### src/core/adc_seq_pkg.sv
// shared constants, types and timing tables for the converter sequencer
package adc_seq_pkg;

  // ****************************************************************
  // clocks and timing
  // ****************************************************************
  localparam int CLK_KHZ        = 100000;  // hclk rate
  localparam int OSC_KHZ        = 4096;    // oscillator_frequency
  localparam int POR_OSC_CYCLES = 65536;   // two to the 16
  localparam int RST_HOLD_US    = 600;     // hold after pin reset, 0.6 ms
  localparam int RST_HOLD_OSC   = (RST_HOLD_US * OSC_KHZ + 999) / 1000;
  localparam int FRST_MOD       = 32;      // filter reset, modulator clocks
  localparam int CAL_OSC_EXTRA  = 50;
  localparam int CAL_CONVS      = 16;
  localparam int RATES          = 10;

  // conversion_latency after a start edge and in steady state, osc cycles
  localparam int FIRST_LAT [RATES] = '{820265, 412201, 208169, 103106,
    52098, 26594, 13314, 6946, 4674, 2370};
  localparam int NEXT_LAT [RATES] = '{816128, 408064, 204032, 102016,
    51008, 25504, 12736, 6368, 4096, 2048};

  // ****************************************************************
  // serial commands
  // ****************************************************************
  localparam logic [7:0] CMD_WAKEUP = 8'h00;
  localparam logic [7:0] CMD_SLEEP  = 8'h02;
  localparam logic [7:0] CMD_SYNC   = 8'h04;
  localparam logic [7:0] CMD_RDATA  = 8'h12;
  localparam logic [7:0] CMD_CAL    = 8'h62;
  localparam logic [3:0] CMD_WREG   = 4'h4;

  // ****************************************************************
  // serial config registers
  // ****************************************************************
  localparam logic [3:0] IDX_INPUT_MUX  = 4'h0;
  localparam logic [3:0] IDX_BIAS       = 4'h1;
  localparam logic [3:0] IDX_SECOND_MUX = 4'h2;
  localparam logic [3:0] IDX_RATE_GAIN  = 4'h3;
  localparam logic [7:0] RST_INPUT_MUX  = 8'h01;
  localparam logic [7:0] RST_BIAS       = 8'h00;
  localparam logic [7:0] RST_SECOND_MUX = 8'h00;
  localparam logic [7:0] RST_RATE_GAIN  = 8'h00;
  localparam int         RATE_LSB       = 0;
  localparam int         REFCON_LSB     = 5;

  // ****************************************************************
  // bus map
  // ****************************************************************
  localparam logic [7:0] OFS_CTRL   = 8'h00;
  localparam logic [7:0] OFS_STATUS = 8'h04;
  localparam logic [7:0] OFS_CFG    = 8'h08;
  localparam logic [7:0] OFS_CMD    = 8'h0c;

  typedef enum logic [2:0] {
    ST_HOLD  = 3'h0,
    ST_FRST  = 3'h1,
    ST_CONV  = 3'h3,
    ST_CAL   = 3'h2,
    ST_PDOWN = 3'h6
  } state_t;

  typedef struct packed {
    logic [7:0] rate_gain;
    logic [7:0] second_mux;
    logic [7:0] bias;
    logic [7:0] input_mux;
  } cfg_t;

endpackage

### src/core/adc_seq.sv
// conversion, sleep and reset sequencer with bus slave and serial port
// ****************************************************************
// Overview of operation
// after power-up digital logic stays in reset for 65536 oscillator clocks
// host keeps the serial port quiet until the power-on hold ends
// sleep entered only by the sleep command or start pin low
// reference stays on in sleep per the reference control field
// calibration time follows the selected data rate
// start high pulse launches one conversion; ready pin low marks done
// pulsed mode powers down after a conversion, result still readable
// host raises start before touching config registers during shutdown
// stay down until start rises; then filter reset for 32 mod clocks
// start to ready latency follows the data rate table
// start held high converts continuously until start falls
// reset pin low resets at once and holds while low
// after reset pin release, hold 0.6 ms; host waits as well
// pin reset returns clock selection to internal oscillator
// each written config byte takes effect at its own byte end
// host updates rate/gain before input mux when changing both
// host leaves overload before changing the data rate
// host sclk period at most 520 ns, byte starts within 4.2 us
// host spaces separate writes to first four registers by 64 osc
// host rewrites only input mux when cycling channels
// config writes, sync command and start rise reset the filter
// sleep request during calibration waits for calibration end
// start rise or wakeup command leaves sleep with filter settling
// ****************************************************************
//
// The AHB-Lite register port and the register addresses were decided locally.
`timescale 1ns/1ps
module adc_seq #(
  parameter int POR_CYCLES = adc_seq_pkg::POR_OSC_CYCLES,
  parameter int TIME_SHIFT = 0,
  parameter int MOD_DIV    = 16
) (
  input  wire logic               hclk,
  input  wire logic               hresetn,
  input  wire logic               hsel,
  input  wire logic [31:0]        haddr,
  input  wire logic [1:0]         htrans,
  input  wire logic               hwrite,
  input  wire logic [2:0]         hsize,
  input  wire logic [31:0]        hwdata,
  input  wire logic               hready,
  output logic      [31:0]        hrdata,
  output logic                    hreadyout,
  output logic                    hresp,
  input  wire logic               start_pin,
  input  wire logic               reset_pin_n,
  input  wire logic               sclk,
  input  wire logic               cs_n,
  input  wire logic               din,
  output logic                    data_out_ready_pin,
  output logic                    filter_reset,
  output logic                    powered_down,
  output logic                    reference_on,
  output logic                    digital_reset,
  output logic                    clk_sel_ext,
  output adc_seq_pkg::cfg_t       cfg
);
  import adc_seq_pkg::*;

  // ****************************************************************
  // functions
  // ****************************************************************
  function automatic logic [23:0] scale(input int n);
    scale = 24'((n >> TIME_SHIFT) < 1 ? 1 : (n >> TIME_SHIFT));
  endfunction

  function automatic logic [3:0] rate_idx(input logic [7:0] rg);
    logic [3:0] r;
    r = rg[RATE_LSB +: 4];
    rate_idx = (r > 4'h9) ? 4'h9 : r;
  endfunction

  function automatic logic is_cmd(input logic v, input logic [7:0] b,
                                  input logic [7:0] code);
    is_cmd = v && (b == code);
  endfunction

  // ****************************************************************
  // pin synchronisers
  // ****************************************************************
  logic [1:0] start_q, rstp_q, sclk_q, cs_q, din_q;
  logic       start_d, sclk_d;

  always_ff @(posedge hclk or negedge hresetn) begin
    if (!hresetn) begin
      start_q <= 2'h0;
      rstp_q  <= 2'h3;
      sclk_q  <= 2'h0;
      cs_q    <= 2'h3;
      din_q   <= 2'h0;
      start_d <= 1'b0;
      sclk_d  <= 1'b0;
    end else begin
      start_q <= {start_q[0], start_pin};
      rstp_q  <= {rstp_q[0], reset_pin_n};
      sclk_q  <= {sclk_q[0], sclk};
      cs_q    <= {cs_q[0], cs_n};
      din_q   <= {din_q[0], din};
      start_d <= start_q[1];
      sclk_d  <= sclk_q[1];
    end
  end

  logic start_s, start_rise, pin_rst, sclk_rise;
  assign start_s    = start_q[1];
  assign start_rise = start_q[1] & ~start_d;
  assign pin_rst    = ~rstp_q[1];
  assign sclk_rise  = sclk_q[1] & ~sclk_d & ~cs_q[1];

  // ****************************************************************
  // oscillator tick, exact ratio by phase accumulator
  // ****************************************************************
  localparam logic [17:0] ACC_INC = 18'(OSC_KHZ);
  localparam logic [17:0] ACC_MOD = 18'(CLK_KHZ);
  logic [17:0] acc_r;
  logic [17:0] acc_sum;
  logic        osc_tick;
  assign acc_sum  = acc_r + ACC_INC;
  assign osc_tick = (acc_sum >= ACC_MOD);

  always_ff @(posedge hclk or negedge hresetn) begin
    if (!hresetn) acc_r <= 18'h0;
    else acc_r <= osc_tick ? acc_sum - ACC_MOD : acc_sum;
  end

  // ****************************************************************
  // serial command receiver
  // ****************************************************************
  state_t      state_r;
  logic [2:0]  bit_r;
  logic [7:0]  shf_r;
  logic [1:0]  phase_r;
  logic [3:0]  waddr_r;
  logic [7:0]  wleft_r;
  logic        byte_v;
  logic [7:0]  byte_b;

  assign byte_v = sclk_rise && (bit_r == 3'h7) && (state_r != ST_HOLD);
  assign byte_b = {shf_r[6:0], din_q[1]};

  always_ff @(posedge hclk or negedge hresetn) begin
    if (!hresetn) begin
      bit_r <= 3'h0;
      shf_r <= 8'h0;
    end else if (cs_q[1] || state_r == ST_HOLD) begin
      bit_r <= 3'h0;
    end else if (sclk_rise) begin
      bit_r <= bit_r + 3'h1;
      shf_r <= byte_b;
    end
  end

  logic ser_op, ser_wr;
  assign ser_op = byte_v && (phase_r == 2'h0);
  assign ser_wr = byte_v && (phase_r == 2'h2);

  always_ff @(posedge hclk or negedge hresetn) begin
    if (!hresetn) begin
      phase_r <= 2'h0;
      waddr_r <= 4'h0;
      wleft_r <= 8'h0;
    end else if (cs_q[1] || state_r == ST_HOLD) begin
      phase_r <= 2'h0;
    end else if (byte_v) begin
      case (phase_r)
        2'h0: begin
          if (byte_b[7:4] == CMD_WREG) begin
            waddr_r <= byte_b[3:0];
            phase_r <= 2'h1;
          end
        end
        2'h1: begin
          wleft_r <= byte_b;
          phase_r <= 2'h2;
        end
        2'h2: begin
          waddr_r <= waddr_r + 4'h1;
          wleft_r <= wleft_r - 8'h1;
          if (wleft_r == 8'h0) phase_r <= 2'h0;
        end
        default: phase_r <= 2'h0;
      endcase
    end
  end

  // ****************************************************************
  // bus slave, zero wait states
  // ****************************************************************
  logic        ctrl_r;
  logic        wr_pend_r;
  logic [7:0]  waddr_bus_r;
  logic [31:0] rdata_r;
  logic        ready_n_r;
  logic        ahb_cmd;
  logic        addr_ok;
  logic [31:0] status_w;

  assign addr_ok   = hsel && hready && htrans[1];
  assign hreadyout = 1'b1;
  assign hresp     = 1'b0;
  assign hrdata    = rdata_r;
  assign ahb_cmd   = wr_pend_r && (waddr_bus_r == OFS_CMD);
  assign status_w  = {24'h0, 1'b0, ready_n_r, powered_down,
                      digital_reset, 1'b0, state_r};

  always_ff @(posedge hclk or negedge hresetn) begin
    if (!hresetn) begin
      wr_pend_r   <= 1'b0;
      waddr_bus_r <= 8'h0;
      rdata_r     <= 32'h0;
    end else begin
      wr_pend_r <= addr_ok && hwrite;
      if (addr_ok) waddr_bus_r <= haddr[7:0];
      if (addr_ok && !hwrite) begin
        case (haddr[7:0])
          OFS_CTRL:   rdata_r <= {31'h0, ctrl_r};
          OFS_STATUS: rdata_r <= status_w;
          OFS_CFG:    rdata_r <= cfg;
          default:    rdata_r <= 32'h0;
        endcase
      end
    end
  end

  always_ff @(posedge hclk or negedge hresetn) begin
    if (!hresetn) ctrl_r <= 1'b0;
    else if (pin_rst) ctrl_r <= 1'b0;
    else if (wr_pend_r && waddr_bus_r == OFS_CTRL) ctrl_r <= hwdata[0];
  end
  assign clk_sel_ext = ctrl_r;

  // ****************************************************************
  // command events from either port; config writes from the serial port only
  // ****************************************************************
  logic ev_sleep, ev_wake, ev_sync, ev_cal, ev_rdata, ev_cfgwr;
  assign ev_sleep = is_cmd(ser_op, byte_b, CMD_SLEEP) ||
                    is_cmd(ahb_cmd, hwdata[7:0], CMD_SLEEP);
  assign ev_wake  = is_cmd(ser_op, byte_b, CMD_WAKEUP) ||
                    is_cmd(ahb_cmd, hwdata[7:0], CMD_WAKEUP);
  assign ev_sync  = is_cmd(ser_op, byte_b, CMD_SYNC) ||
                    is_cmd(ahb_cmd, hwdata[7:0], CMD_SYNC);
  assign ev_cal   = is_cmd(ser_op, byte_b, CMD_CAL) ||
                    is_cmd(ahb_cmd, hwdata[7:0], CMD_CAL);
  assign ev_rdata = is_cmd(ser_op, byte_b, CMD_RDATA) ||
                    is_cmd(ahb_cmd, hwdata[7:0], CMD_RDATA);
  assign ev_cfgwr = ser_wr && (waddr_r <= IDX_RATE_GAIN);

  // ****************************************************************
  // config registers
  // ****************************************************************
  // applied byte by byte, so a half-finished burst is already live
  always_ff @(posedge hclk or negedge hresetn) begin
    if (!hresetn) begin
      cfg <= '{RST_RATE_GAIN, RST_SECOND_MUX, RST_BIAS, RST_INPUT_MUX};
    end else if (pin_rst || state_r == ST_HOLD) begin
      cfg <= '{RST_RATE_GAIN, RST_SECOND_MUX, RST_BIAS, RST_INPUT_MUX};
    end else if (ser_wr) begin
      case (waddr_r)
        IDX_INPUT_MUX:  cfg.input_mux  <= byte_b;
        IDX_BIAS:       cfg.bias       <= byte_b;
        IDX_SECOND_MUX: cfg.second_mux <= byte_b;
        IDX_RATE_GAIN:  cfg.rate_gain  <= byte_b;
        default: ;
      endcase
    end
  end

  // ****************************************************************
  // sequencer
  // ****************************************************************
  localparam int FRST_OSC = FRST_MOD * MOD_DIV;
  logic [23:0] cnt_r;
  logic        first_r;
  logic        sleep_pend_r;
  logic [3:0]  rate;
  logic        cnt_done;
  logic        frst_ev;
  assign rate     = rate_idx(cfg.rate_gain);
  assign cnt_done = osc_tick && (cnt_r <= 24'h1);
  assign frst_ev  = start_rise || ev_sync || ev_cfgwr;

  always_ff @(posedge hclk or negedge hresetn) begin
    if (!hresetn) begin
      state_r      <= ST_HOLD;
      cnt_r        <= 24'h0;
      first_r      <= 1'b0;
      sleep_pend_r <= 1'b0;
    end else if (first_r == 1'b0 && state_r == ST_HOLD &&
                 cnt_r == 24'h0) begin
      cnt_r   <= scale(POR_CYCLES);
      first_r <= 1'b1;
    end else if (pin_rst) begin
      state_r      <= ST_HOLD;
      cnt_r        <= scale(RST_HOLD_OSC);
      sleep_pend_r <= 1'b0;
    end else begin
      if (osc_tick && cnt_r != 24'h0) cnt_r <= cnt_r - 24'h1;
      case (state_r)
        ST_HOLD: begin
          if (cnt_done) begin
            state_r <= ST_FRST;
            cnt_r   <= scale(FRST_OSC);
          end
        end
        ST_FRST, ST_CONV: begin
          if (ev_cal) begin
            state_r      <= ST_CAL;
            sleep_pend_r <= 1'b0;
            cnt_r <= scale(CAL_OSC_EXTRA + FRST_OSC +
                           CAL_CONVS * NEXT_LAT[rate]);
          end else if (ev_sleep) begin
            state_r <= ST_PDOWN;
          end else if (frst_ev) begin
            state_r <= ST_FRST;
            cnt_r   <= scale(FRST_OSC);
          end else if (cnt_done && state_r == ST_FRST) begin
            state_r <= ST_CONV;
            cnt_r   <= scale(FIRST_LAT[rate] - FRST_OSC);
          end else if (cnt_done) begin
            if (start_s) cnt_r <= scale(NEXT_LAT[rate]);
            else state_r <= ST_PDOWN;
          end
        end
        ST_CAL: begin
          if (ev_sleep || !start_s) sleep_pend_r <= 1'b1;
          if (cnt_done) begin
            if (sleep_pend_r || ev_sleep || !start_s) begin
              state_r <= ST_PDOWN;
            end else begin
              state_r <= ST_CONV;
              cnt_r   <= scale(NEXT_LAT[rate]);
            end
          end
        end
        ST_PDOWN: begin
          if (start_rise || ev_wake) begin
            state_r <= ST_FRST;
            cnt_r   <= scale(FRST_OSC);
          end
        end
        default: state_r <= ST_HOLD;
      endcase
    end
  end

  // ****************************************************************
  // ready pin
  // ****************************************************************
  // done wins over a same-cycle read so no completion is lost
  always_ff @(posedge hclk or negedge hresetn) begin
    if (!hresetn) begin
      ready_n_r <= 1'b1;
    end else if (pin_rst || state_r == ST_HOLD || state_r == ST_FRST) begin
      ready_n_r <= 1'b1;
    end else if (cnt_done && (state_r == ST_CAL ||
                              (state_r == ST_CONV && !frst_ev))) begin
      ready_n_r <= 1'b0;
    end else if (ev_rdata) begin
      ready_n_r <= 1'b1;
    end
  end
  assign data_out_ready_pin = ready_n_r;

  // ****************************************************************
  // reset, power and reference outputs
  // ****************************************************************
  assign filter_reset  = (state_r == ST_FRST) || (state_r == ST_HOLD);
  assign digital_reset = (state_r == ST_HOLD);
  assign powered_down  = (state_r == ST_PDOWN);
  assign reference_on  = !powered_down ||
                         (cfg.second_mux[REFCON_LSB +: 2] != 2'h0);

endmodule

### config.mk
export PLATFORM = sky130hd
export DESIGN_NAME = adc_seq
export DESIGN_NICKNAME = d
export VERILOG_FILES = /design/src/core/adc_seq_pkg.sv /design/src/core/adc_seq.sv
export SDC_FILE = /design/constraint.sdc
export NUM_CORES = 1
export LEC_CHECK = 0
export ABC_AREA = 1
export BUFFER_PORTS_ARGS = -buffer_cell sky130_fd_sc_hd__buf_2
export CORE_MARGIN = 2
export CORE_UTILIZATION = 55
export CTS_BUF_LIST = sky130_fd_sc_hd__clkbuf_8
export DETAILED_ROUTE_END_ITERATION = 10
export PLACE_DENSITY = 0.79
export SYNTH_ARGS = -nofsm -noshare
export SYNTH_HDL_FRONTEND = slang
export SYNTH_SLANG_ARGS = --single-unit
export TNS_END_PERCENT = 30
### constraint.sdc
create_clock -name hclk -period 8 [get_ports hclk]
set_clock_uncertainty 0.05 [all_clocks]
set_input_delay 1.6 -clock hclk [delete_from_list [all_inputs] [get_ports hclk]]
set_output_delay 1.6 -clock hclk [all_outputs]
set_load 0.01 [all_outputs]
==> impl_metrics.json, run 1 <==
{
  "met3_length_mm": 2.01,
  "tightest_slew_ns": 1.10,
  "antennaDiodeCount": 0,
  "wl_per_cell_microns": 16.5,
  "synth_top_cell_area_share_pct": 39.1,
  "clk_pin_slew_worst_paths_ns": 0.09,
  "netSwitchingPower_mw": 0.394,
  "required_ns": 6.35,
  "setup_ws_ns": 3.50,
  "first_iter_violations": 934,
  "fmax_ghz": 0.222,
  "drive_gt1_share_pct": 12.9,
  "clock-sinks": 153,
  "power_mw": 1.57,
  "cp.arrival_ns": 2.85,
  "place_inst": 1603,
  "grtUsageTotal_pct": 31.2,
  "grt_max_degree": 81,
  "cp-start-kind": "register",
  "area_growth_pct": 11.9,
  "pin_count": 151,
  "multi_input_area_sq_um": 4800,
  "synth_cells": 1314,
  "worstSetupPathType": "register to output port",
  "crit_end": "filter_reset",
  "initial_core_util_pct": 56.5,
  "placement_rows": 47,
  "drc": 0,
  "dr.max_layer_used": "met4",
  "final.period_utilization_pct": 56.2,
  "finalWirelength_mm": 26.9,
  "max-slew-margin-rel_pct": 26.6,
  "grt_pass1_wl_mm": 44.5,
  "ys_seq_elements": 153,
  "worstHoldPathType": "register to register",
  "ir_drop_v": 0.000111,
  "switching_share_pct": 25.0,
  "met2_wirelength_mm": 12.3,
  "power_frac_comb_pct": 4.5,
  "firstDrtPassIters": 6,
  "fp.dieW_microns": 135,
  "r2r_start": "state_r[0]$_DFFE_PN0P_",
  "p_leak_nw": 5.41,
  "clkPwrFrac_pct": 45.3,
  "vias": 9092,
  "mostFrequentLayoutCells": "nand2_1 (354), inv_1 (158), nor2_1 (149)",
  "dieArea_sq_um": 18200,
  "critPathMaxFanout": 14,
  "whs_ns": 0.305,
  "cts-resized-gates": 0,
  "rsz0062_at_grt": "false",
  "r2r_cells": 11,
  "ff_latch_area_sq_um": 3840,
  "powerDensity_nw_per_um2": 150,
  "grt-ovfl-total": 0,
  "final_nets": 1506,
  "htree_levels": 4,
  "cap_violations": 0,
  "insertion_delay_ns": 0.48,
  "ctsRootBufferMaster": "clkbuf_8",
  "finalHoldViolCount": 0,
  "syn_area_per_cell_sq_um": 7.16,
  "clock_path_buffers": 2,
  "globalplace.congestion": 0.996,
  "finalSetupTns_ns": 0,
  "met1_length_mm": 12.0,
  "cts_tree": "done",
  "reg2reg_slack_ns": 4.53,
  "crit_start": "state_r[0]$_DFFE_PN0P_",
  "first_global_vias": 8802,
  "outcome": "finished, final reports clean",
  "slew_viol_final": 0,
  "seq_area_frac_synth_pct": 40.8,
  "yosysWarnings": 0,
  "pre_cts_slack_ns": 4.01,
  "hpwl_mm": 20.4,
  "netlist-cell-type-count": 55,
  "syn_area_sq_um": 9400,
  "postCtsHoldBufs": 0,
  "portBuffers": 96,
  "synthTopCellsByArea": "dfrtp_1 (39%), nand2_1 (14%), o21ai_0 (7.3%)",
  "coreArea_sq_um": 16600,
  "p_seq_share_pct": 50.2,
  "fin_cells": 1635,
  "cts_buffers": 17,
  "antenna_found_initial": 0,
  "setup_viol": 0,
  "p_int_mw": 1.18,
  "endpoint_kind": "output port",
  "synth.largest_area_cell": "dfrtp_1",
  "r2r-end": "cnt_r[13]$_DFF_PN0_",
  "fillers": 1496,
  "fp.dieH_microns": 135,
  "final_common_cell": "nand2_1",
  "detail-route-antenna-nets": 0,
  "period_minus_slack_ns": 4.50,
  "viasPerCell": 5.56,
  "cts_setup_buffers": 0
}
## power groups by stage
stage | Sequential (mW) | Clock (mW) | Combinational [mW]
floorplan | 0.804 | 0 | 0.0369
global placement | 0.805 | 0 | 0.0689
detailed placement | 0.806 | 0 | 0.0704
CTS | 0.791 | 0.719 | 0.0706
global route | 0.792 | 0.753 | 0.0812
finish | 0.791 | 0.713 | 0.0708
## cells in the mapped netlist, drive strengths merged
cell and instances:
nor3 12, a32oi 1, a31oi 9, a32o 3
o211ai 9, o22ai 4, and2 1, o41ai 1
a41oi 1, o311ai 1, inv 166, o21bai 1
a21oi 62, xnor2 9, o21ba 1, or2 5
ha 25, o21ai 157, nand2 361, clkbuf 22
conb 2, xor2 24, nand3 83, nand3b 3
dfrtp 147, buf 10, o221ai 2, nor2 160
nor3b 1, clkinv 1, o2111ai 1, o21a 3
a22oi 3, nor4 3, nand4 14, dfstp 6
## layer usage
layer | track usage [%] | vias to the layer above
li1 | - | 4408
met1 | 42.8 | 4264
met2 | 49.8 | 370
met3 | 5.97 | 50
met4 | 11.1 | 0
met5 | 0 | -
## worst max-delay path, stage by stage (launching register included)
cell and delay, ns:
dfrtp_1 0.38, inv_1 0.13, nor2_2 0.50, inv_1 0.41, nor2_1 0.52, inv_1 0.16, nand2_1 0.11, buf_2 0.16
## worst min path at each step
stage	from	to	slack (ns)	cells past startpoint
4_1_cts	din_q[0]$_DFF_PN0_	din_q[1]$_DFF_PN0_	0.31	0
3_5_place_dp	din_q[0]$_DFF_PN0_	din_q[1]$_DFF_PN0_	0.29	0
5_1_grt	din_q[0]$_DFF_PN0_	din_q[1]$_DFF_PN0_	0.31	0
6_report	din_q[0]$_DFF_PN0_	din_q[1]$_DFF_PN0_	0.30	0
2_1_floorplan	din_q[0]$_DFF_PN0_	din_q[1]$_DFF_PN0_	0.28	0
3_3_place_gp	din_q[0]$_DFF_PN0_	din_q[1]$_DFF_PN0_	0.28	0
## per-stage QoR
stage          util, %  area, sq um
2_1_floorplan        -         9410
3_3_place_gp      60.4        10000
3_5_place_dp      60.4        10000
4_1_cts           63.2        10500
5_1_grt           63.2        10500
6_report          63.2        10500
## sequential cells by signal (all words and copies together) (netlist names), 2 cells and up
signal / flops
bit_r: 3
state_r: 3
sclk_q: 2
cnt_r: 24
acc_r: 13
din_q: 2
start_q: 2
hrdata: 32
cfg: 32
wleft_r: 8
shf_r: 7
waddr_r: 4
rstp_q: 2
phase_r: 2
cs_q: 2
waddr_bus_r: 8
## final cells by class
| cell class | instances | share of cell area (%) |
|---|---|---|
| well taps | 220 | 2.62 |
| clock buffers | 17 | 2.22 |
| flip-flops and latches | 153 | 36.5 |
| multi-input cells | 964 | 45.6 |
| clock inverters | 15 | 2.24 |
| repair buffers | 99 | 4.84 |
| inverters | 167 | 5.98 |
## logic make-up (layout without fill, tap and decap cells)
group           Yosys count  in the layout  share of synthesized area, %
flops                   153            153                          40.8
fa+ha+maj                25             25                          3.33
simple gates            643            643                          29.1
buf+inv                 199            298                          8.37
xor+xnor                 33             33                          3.07
compound gates          259            259                          15.2
other cells               2              4                        0.0799
No activity file was read; power rests on OpenSTA's default activity.
==> inputs of run 2 (changes only) <==
--- a/config.mk
+++ b/config.mk
@@ -8,10 +8,10 @@
 export ABC_AREA = 1
 export BUFFER_PORTS_ARGS = -buffer_cell sky130_fd_sc_hd__buf_2
 export CORE_MARGIN = 2
-export CORE_UTILIZATION = 55
+export CORE_UTILIZATION = 54
 export CTS_BUF_LIST = sky130_fd_sc_hd__clkbuf_8
 export DETAILED_ROUTE_END_ITERATION = 10
-export PLACE_DENSITY = 0.79
+export PLACE_DENSITY = 0.81
 export SYNTH_ARGS = -nofsm -noshare
 export SYNTH_HDL_FRONTEND = slang
 export SYNTH_SLANG_ARGS = --single-unit
==> constraint.sdc (replaced) <==
create_clock -name hclk -period 3.9 [get_ports hclk]
set_clock_uncertainty 0.05 [all_clocks]
set_input_delay 0.78 -clock hclk [delete_from_list [all_inputs] [get_ports hclk]]
set_output_delay 0.78 -clock hclk [all_outputs]
set_load 0.01 [all_outputs]
==> impl_metrics.json, run 2 (synthesis gave the netlist of run 1 again) <==
{
  "first_iter_violations": 783,
  "clock-sinks": 153,
  "cp.arrival_ns": 3.66,
  "hpwl_mm": 20.0,
  "power_frac_comb_pct": 4.7,
  "clk_pin_slew_worst_paths_ns": 0.09,
  "grt_max_degree": 66,
  "antenna_found_initial": 0,
  "grt_pass1_wl_mm": 43.0,
  "portBuffers": 96,
  "cts_buffers": 17,
  "antennaDiodeCount": 0,
  "powerDensity_nw_per_um2": 294,
  "final_util_pct": 61.7,
  "crit_end": "cnt_r[11]$_DFF_PN0_",
  "p_leak_nw": 5.47,
  "worstHoldPathType": "input pin to asynchronous set/reset pin",
  "cts_setup_buffers": 0,
  "crit_start": "cfg[26]$_DFFE_PN0P_",
  "critPathMaxFanout": 13,
  "slew_viol_final": 0,
  "area_growth_pct": 12.7,
  "tightest_slew_ns": 1.02,
  "cp-start-kind": "register",
  "r2r_start": "cfg[26]$_DFFE_PN0P_",
  "cp_slowest_cell": "dfrtp_1",
  "detail-route-antenna-nets": 0,
  "setup_viol": 0,
  "netSwitchingPower_mw": 0.807,
  "final.period_utilization_pct": 85.7,
  "critPathMostFrequentCell": "nand2_1",
  "finalHoldViolCount": 0,
  "cap_violations": 0,
  "endpoint_kind": "register",
  "coreArea_sq_um": 17200,
  "htree_levels": 4,
  "setup_ws_ns": 0.558,
  "path_cells": "nor2_1 > o21ai_0 > ha_1 > a21oi_1 > o21ai_0 > ha_1 > inv_1 > nand2_1 > nand3_1 > nand4_1 > nand2_1 > inv_1 > nand3_1 > nand2_1 > a21oi_1 > nand3_1 > nand2_1 > inv_1",
  "p_seq_share_pct": 52.1,
  "first_global_vias": 8496,
  "switching_share_pct": 25.9,
  "reg2reg_slack_ns": 0.56,
  "r2r-end": "cnt_r[11]$_DFF_PN0_",
  "ir_drop_v": 0.000241,
  "ctsRootBufferMaster": "clkbuf_8",
  "insertion_delay_ns": 0.48,
  "globalplace.congestion": 0.981,
  "placement_rows": 48,
  "mostFrequentLayoutCells": "nand2_1 (354), inv_1 (158), nor2_1 (149)",
  "wl_per_cell_microns": 15.9,
  "cts-resized-gates": 0,
  "viasPerCell": 5.53,
  "fp.dieW_microns": 136,
  "rsz0062_at_grt": "false",
  "p_int_mw": 2.31,
  "initial_core_util_pct": 54.7,
  "clkPwrFrac_pct": 43.2,
  "finalWirelength_mm": 26.3,
  "drive_gt1_share_pct": 13.7,
  "vias": 9148,
  "worstSetupPathType": "register to register",
  "power_mw": 3.11,
  "final_nets": 1519,
  "grt-ovfl-total": 0,
  "cts_tree": "done",
  "pre_cts_slack_ns": 0.655,
  "pin_count": 151,
  "grtUsageTotal_pct": 29.6,
  "required_ns": 4.22,
  "outcome": "finished, final reports clean",
  "max_stage_delay_ns": 0.62,
  "r2r_cells": 18,
  "postCtsHoldBufs": 0,
  "firstDrtPassIters": 8,
  "fp.dieH_microns": 136,
  "max-slew-margin-rel_pct": 31.7,
  "dieArea_sq_um": 18500,
  "final_common_cell": "nand2_1",
  "fmax_ghz": 0.299,
  "period_minus_slack_ns": 3.34,
  "finalSetupTns_ns": 0,
  "drc": 0,
  "clock_path_buffers": 2
}
[run 2: power by group through the flow]
| stage | sequential, mW | clock [mW] | combinational (mW) |
|---|---|---|---|
| global route | 1.63 | 1.42 | 0.168 |
| global placement | 1.65 | 0 | 0.144 |
| CTS | 1.62 | 1.36 | 0.146 |
| finish | 1.62 | 1.35 | 0.147 |
| floorplan | 1.65 | 0 | 0.0757 |
| detailed placement | 1.65 | 0 | 0.146 |
[run 2: stage by stage]
stage	instances	hold WS [ns]	cell area, sq um
3_5_place_dp	1621	0.288	10200
2_1_floorplan	1316	0.281	9410
3_3_place_gp	1621	0.283	10200
6_report	1653	0.238	10600
4_1_cts	1653	0.250	10600
5_1_grt	1653	0.272	10600
[run 2: worst min path at each step]
stage,startpoint,endpoint,cells after the start
after detailed placement,sclk_q[0]$_DFF_PN0_,sclk_q[1]$_DFF_PN0_,0
after global placement,sclk_q[0]$_DFF_PN0_,sclk_q[1]$_DFF_PN0_,0
final,hresetn,phase_r[1]$_DFFE_PN0P_,1
after global routing,hresetn,sclk_q[0]$_DFF_PN0_,1
after CTS,hresetn,hrdata[5]$_DFFE_PN0P_,1
after floorplan,din_q[0]$_DFF_PN0_,din_q[1]$_DFF_PN0_,0
[run 2: worst max-delay path: cells and delay by family, from the launching register on]
kind / cells / cell delay (ns)
adder cells (fa/ha/maj): 2 / 0.60
buffers and inverters: 3 / 0.15
AND/OR/NAND/NOR: 9 / 0.72
flip-flops: 1 / 0.62
AO/OA/AOI/OAI: 4 / 1.08
[run 2: final cells by class]
class,count,area (sq um)
clock inverters,15,203
clock buffers,17,234
fillers,1546,6570
repair buffers,112,619
flip-flops and latches,153,3840
multi-input cells,964,4800
inverters,167,629
well taps,225,282
[run 2: layer usage]
layer	share of wire, %	GRT usage, %
met4	2.1	9.03
met5	0	0
met1	44	40.6
met3	8.6	6.56
met2	46	47.1
==> inputs of run 3 (changes only) <==
--- a/config.mk
+++ b/config.mk
@@ -5,13 +5,12 @@
 export SDC_FILE = /design/constraint.sdc
 export NUM_CORES = 1
 export LEC_CHECK = 0
-export ABC_AREA = 1
 export BUFFER_PORTS_ARGS = -buffer_cell sky130_fd_sc_hd__buf_2
 export CORE_MARGIN = 2
-export CORE_UTILIZATION = 54
+export CORE_UTILIZATION = 53
 export CTS_BUF_LIST = sky130_fd_sc_hd__clkbuf_8
 export DETAILED_ROUTE_END_ITERATION = 10
-export PLACE_DENSITY = 0.81
+export PLACE_DENSITY = 0.8
 export SYNTH_ARGS = -nofsm -noshare
 export SYNTH_HDL_FRONTEND = slang
 export SYNTH_SLANG_ARGS = --single-unit
==> impl_metrics.json, run 3 <==
{
  "outcome": "finished, final reports clean",
  "fp.dieH_microns": 136,
  "cp-start-kind": "register",
  "slew_viol_final": 0,
  "insertion_delay_ns": 0.48,
  "clock_path_buffers": 2,
  "antenna_found_initial": 0,
  "cts-resized-gates": 0,
  "rsz0062_at_grt": "false",
  "synth_edf_count": 0,
  "first_global_vias": 8110,
  "tightest_slew_ns": 1.09,
  "antennaDiodeCount": 0,
  "synth_top_cell_area_share_pct": 39.6,
  "htree_levels": 4,
  "first_iter_violations": 695,
  "hpwl_mm": 19.1,
  "placement_rows": 48,
  "worstHoldPathType": "register to register",
  "period_minus_slack_ns": 3.42,
  "drive_gt1_share_pct": 18.4,
  "final_common_cell": "dfrtp_1",
  "grt-ovfl-total": 0,
  "seq_area_frac_synth_pct": 41.3,
  "grtUsageTotal_pct": 29.6,
  "synth_cells": 1047,
  "detail-route-antenna-nets": 0,
  "ys_async_sr_fraction_pct": 100,
  "wl_per_cell_microns": 19.5,
  "finalHoldViolCount": 0,
  "worstSetupPathType": "register to register",
  "synth_common_cells": "dfrtp_1 (147), nand2_1 (113), a21oi_1 (95), nand3_1 (75), o21ai_0 (73)",
  "powerDensity_nw_per_um2": 412,
  "globalplace.congestion": 1.04,
  "cap_violations": 0,
  "reg2reg_slack_ns": 0.48,
  "fmax_ghz": 0.292,
  "dieArea_sq_um": 18600,
  "setup_viol": 0,
  "final.period_utilization_pct": 87.8,
  "yosysWarnings": 0,
  "finalWirelength_mm": 26.5,
  "portBuffers": 96,
  "clock-sinks": 153,
  "grt_max_degree": 111,
  "coreArea_sq_um": 17200,
  "synthFlopType": "dfrtp_1",
  "ys_seq_elements": 153,
  "postCtsHoldBufs": 0,
  "firstDrtPassIters": 5,
  "cp.arrival_ns": 3.74,
  "cts_setup_buffers": 0,
  "finalSetupTns_ns": 0,
  "area_growth_pct": 11.6,
  "endpoint_kind": "register",
  "cts_buffers": 17,
  "ir_drop_v": 0.000262,
  "syn_area_per_cell_sq_um": 8.86,
  "clk_pin_slew_worst_paths_ns": 0.09,
  "cts_tree": "done",
  "viasPerCell": 6.19,
  "synthTopCellsByArea": "dfrtp_1 (40%), a21oi_1 (5.1%), nand2_1 (4.6%)",
  "critPathMaxFanout": 14,
  "synth_most_common_cell": "dfrtp_1",
  "pre_cts_slack_ns": 0.435,
  "pin_count": 151,
  "whs_ns": 0.306,
  "required_ns": 4.22,
  "syn_area_sq_um": 9280,
  "initial_core_util_pct": 54.0,
  "setup_ws_ns": 0.476,
  "netlist-cell-type-count": 83,
  "final_nets": 1227,
  "ctsRootBufferMaster": "clkbuf_8",
  "grt_pass1_wl_mm": 42.4,
  "synth.largest_area_cell": "dfrtp_1",
  "max-slew-margin-rel_pct": 26.9,
  "power_mw": 4.27,
  "p_leak_nw": 4.65,
  "mostFrequentLayoutCells": "dfrtp_1 (147), nand2_1 (113), a21oi_1 (95), buf_2 (95), nand3_1 (75)",
  "vias": 8426,
  "fp.dieW_microns": 136,
  "drc": 0
}
## run 3: cell type report
| type | instances | area, sq um |
|---|---|---|
| Multi-Input combinational cell | 805 | 5050 |
| Sequential cell | 153 | 3840 |
| Tap cell | 225 | 282 |
| Inverter | 29 | 109 |
| Timing Repair Buffer | 117 | 657 |
| Clock inverter | 14 | 175 |
| Fill cell | 1484 | 6820 |
| Clock buffer | 18 | 248 |
## run 3: critical path, cell delays in order (launching register included)
cell and delay, ns:
dfrtp_1 0.59, nand2b_1 0.34, inv_1 0.20, ha_1 0.24, o21ai_0 0.16, o21ai_0 0.18, ha_1 0.26, nand3b_1 0.09
a211o_1 0.15, nor3_1 0.07, a211oi_1 0.22, a211oi_1 0.13, a2111o_1 0.41, o22ai_1 0.24
## run 3: final timing paths
kind / startpoint / endpoint / cells past startpoint
worst max register to register: cfg[27]$_DFFE_PN0P_ / cnt_r[15]$_DFF_PN0_ / 13
min in group asynchronous: hresetn / wr_pend_r$_DFF_PN0_ / 1
worst max-delay path: cfg[27]$_DFFE_PN0P_ / cnt_r[15]$_DFF_PN0_ / 13
worst min-delay path: start_q[0]$_DFF_PN0_ / start_q[1]$_DFF_PN0_ / 0
worst min register to register: start_q[0]$_DFF_PN0_ / start_q[1]$_DFF_PN0_ / 0
max in group asynchronous: hresetn / rstp_q[0]$_DFF_PN1_ / 2
## run 3: cell families after synthesis
| family | Yosys count | synth area share, % |
|---|---|---|
| compound gates | 304 | 20.9 |
| xor+xnor | 41 | 4.07 |
| fa+ha+maj | 25 | 3.37 |
| buf+inv | 91 | 4.34 |
| flops | 153 | 41.3 |
| mux | 23 | 2.70 |
| other cells | 2 | 0.0809 |
| simple gates | 408 | 23.2 |
## run 3: report_power, final
group	switching (mW)	leakage, nW	total, mW	internal, mW
clock network	0.693	0.216	1.31	0.614
registers	0.193	2.03	1.88	1.69
logic	0.729	2.40	1.08	0.353
## run 3: stage by stage
| step | area (sq um) | utilization [%] | cells |
|---|---|---|---|
| after floorplan | 9290 | - | 1049 |
| after global placement | 9930 | 57.8 | 1329 |
| after detailed placement | 9930 | 57.8 | 1329 |
| after CTS | 10400 | 60.3 | 1361 |
| after global routing | 10400 | 60.3 | 1361 |
| final | 10400 | 60.3 | 1361 |
## run 3: per-layer routing
metal | vias up | GRT usage, % | part of all wire [%]
met2 | 374 | 47.3 | 47
met1 | 4038 | 39.5 | 42
met4 | 0 | 11.3 | 2.7
li1 | 3942 | - | -
met3 | 72 | 6.38 | 8.1
met5 | - | 0 | 0
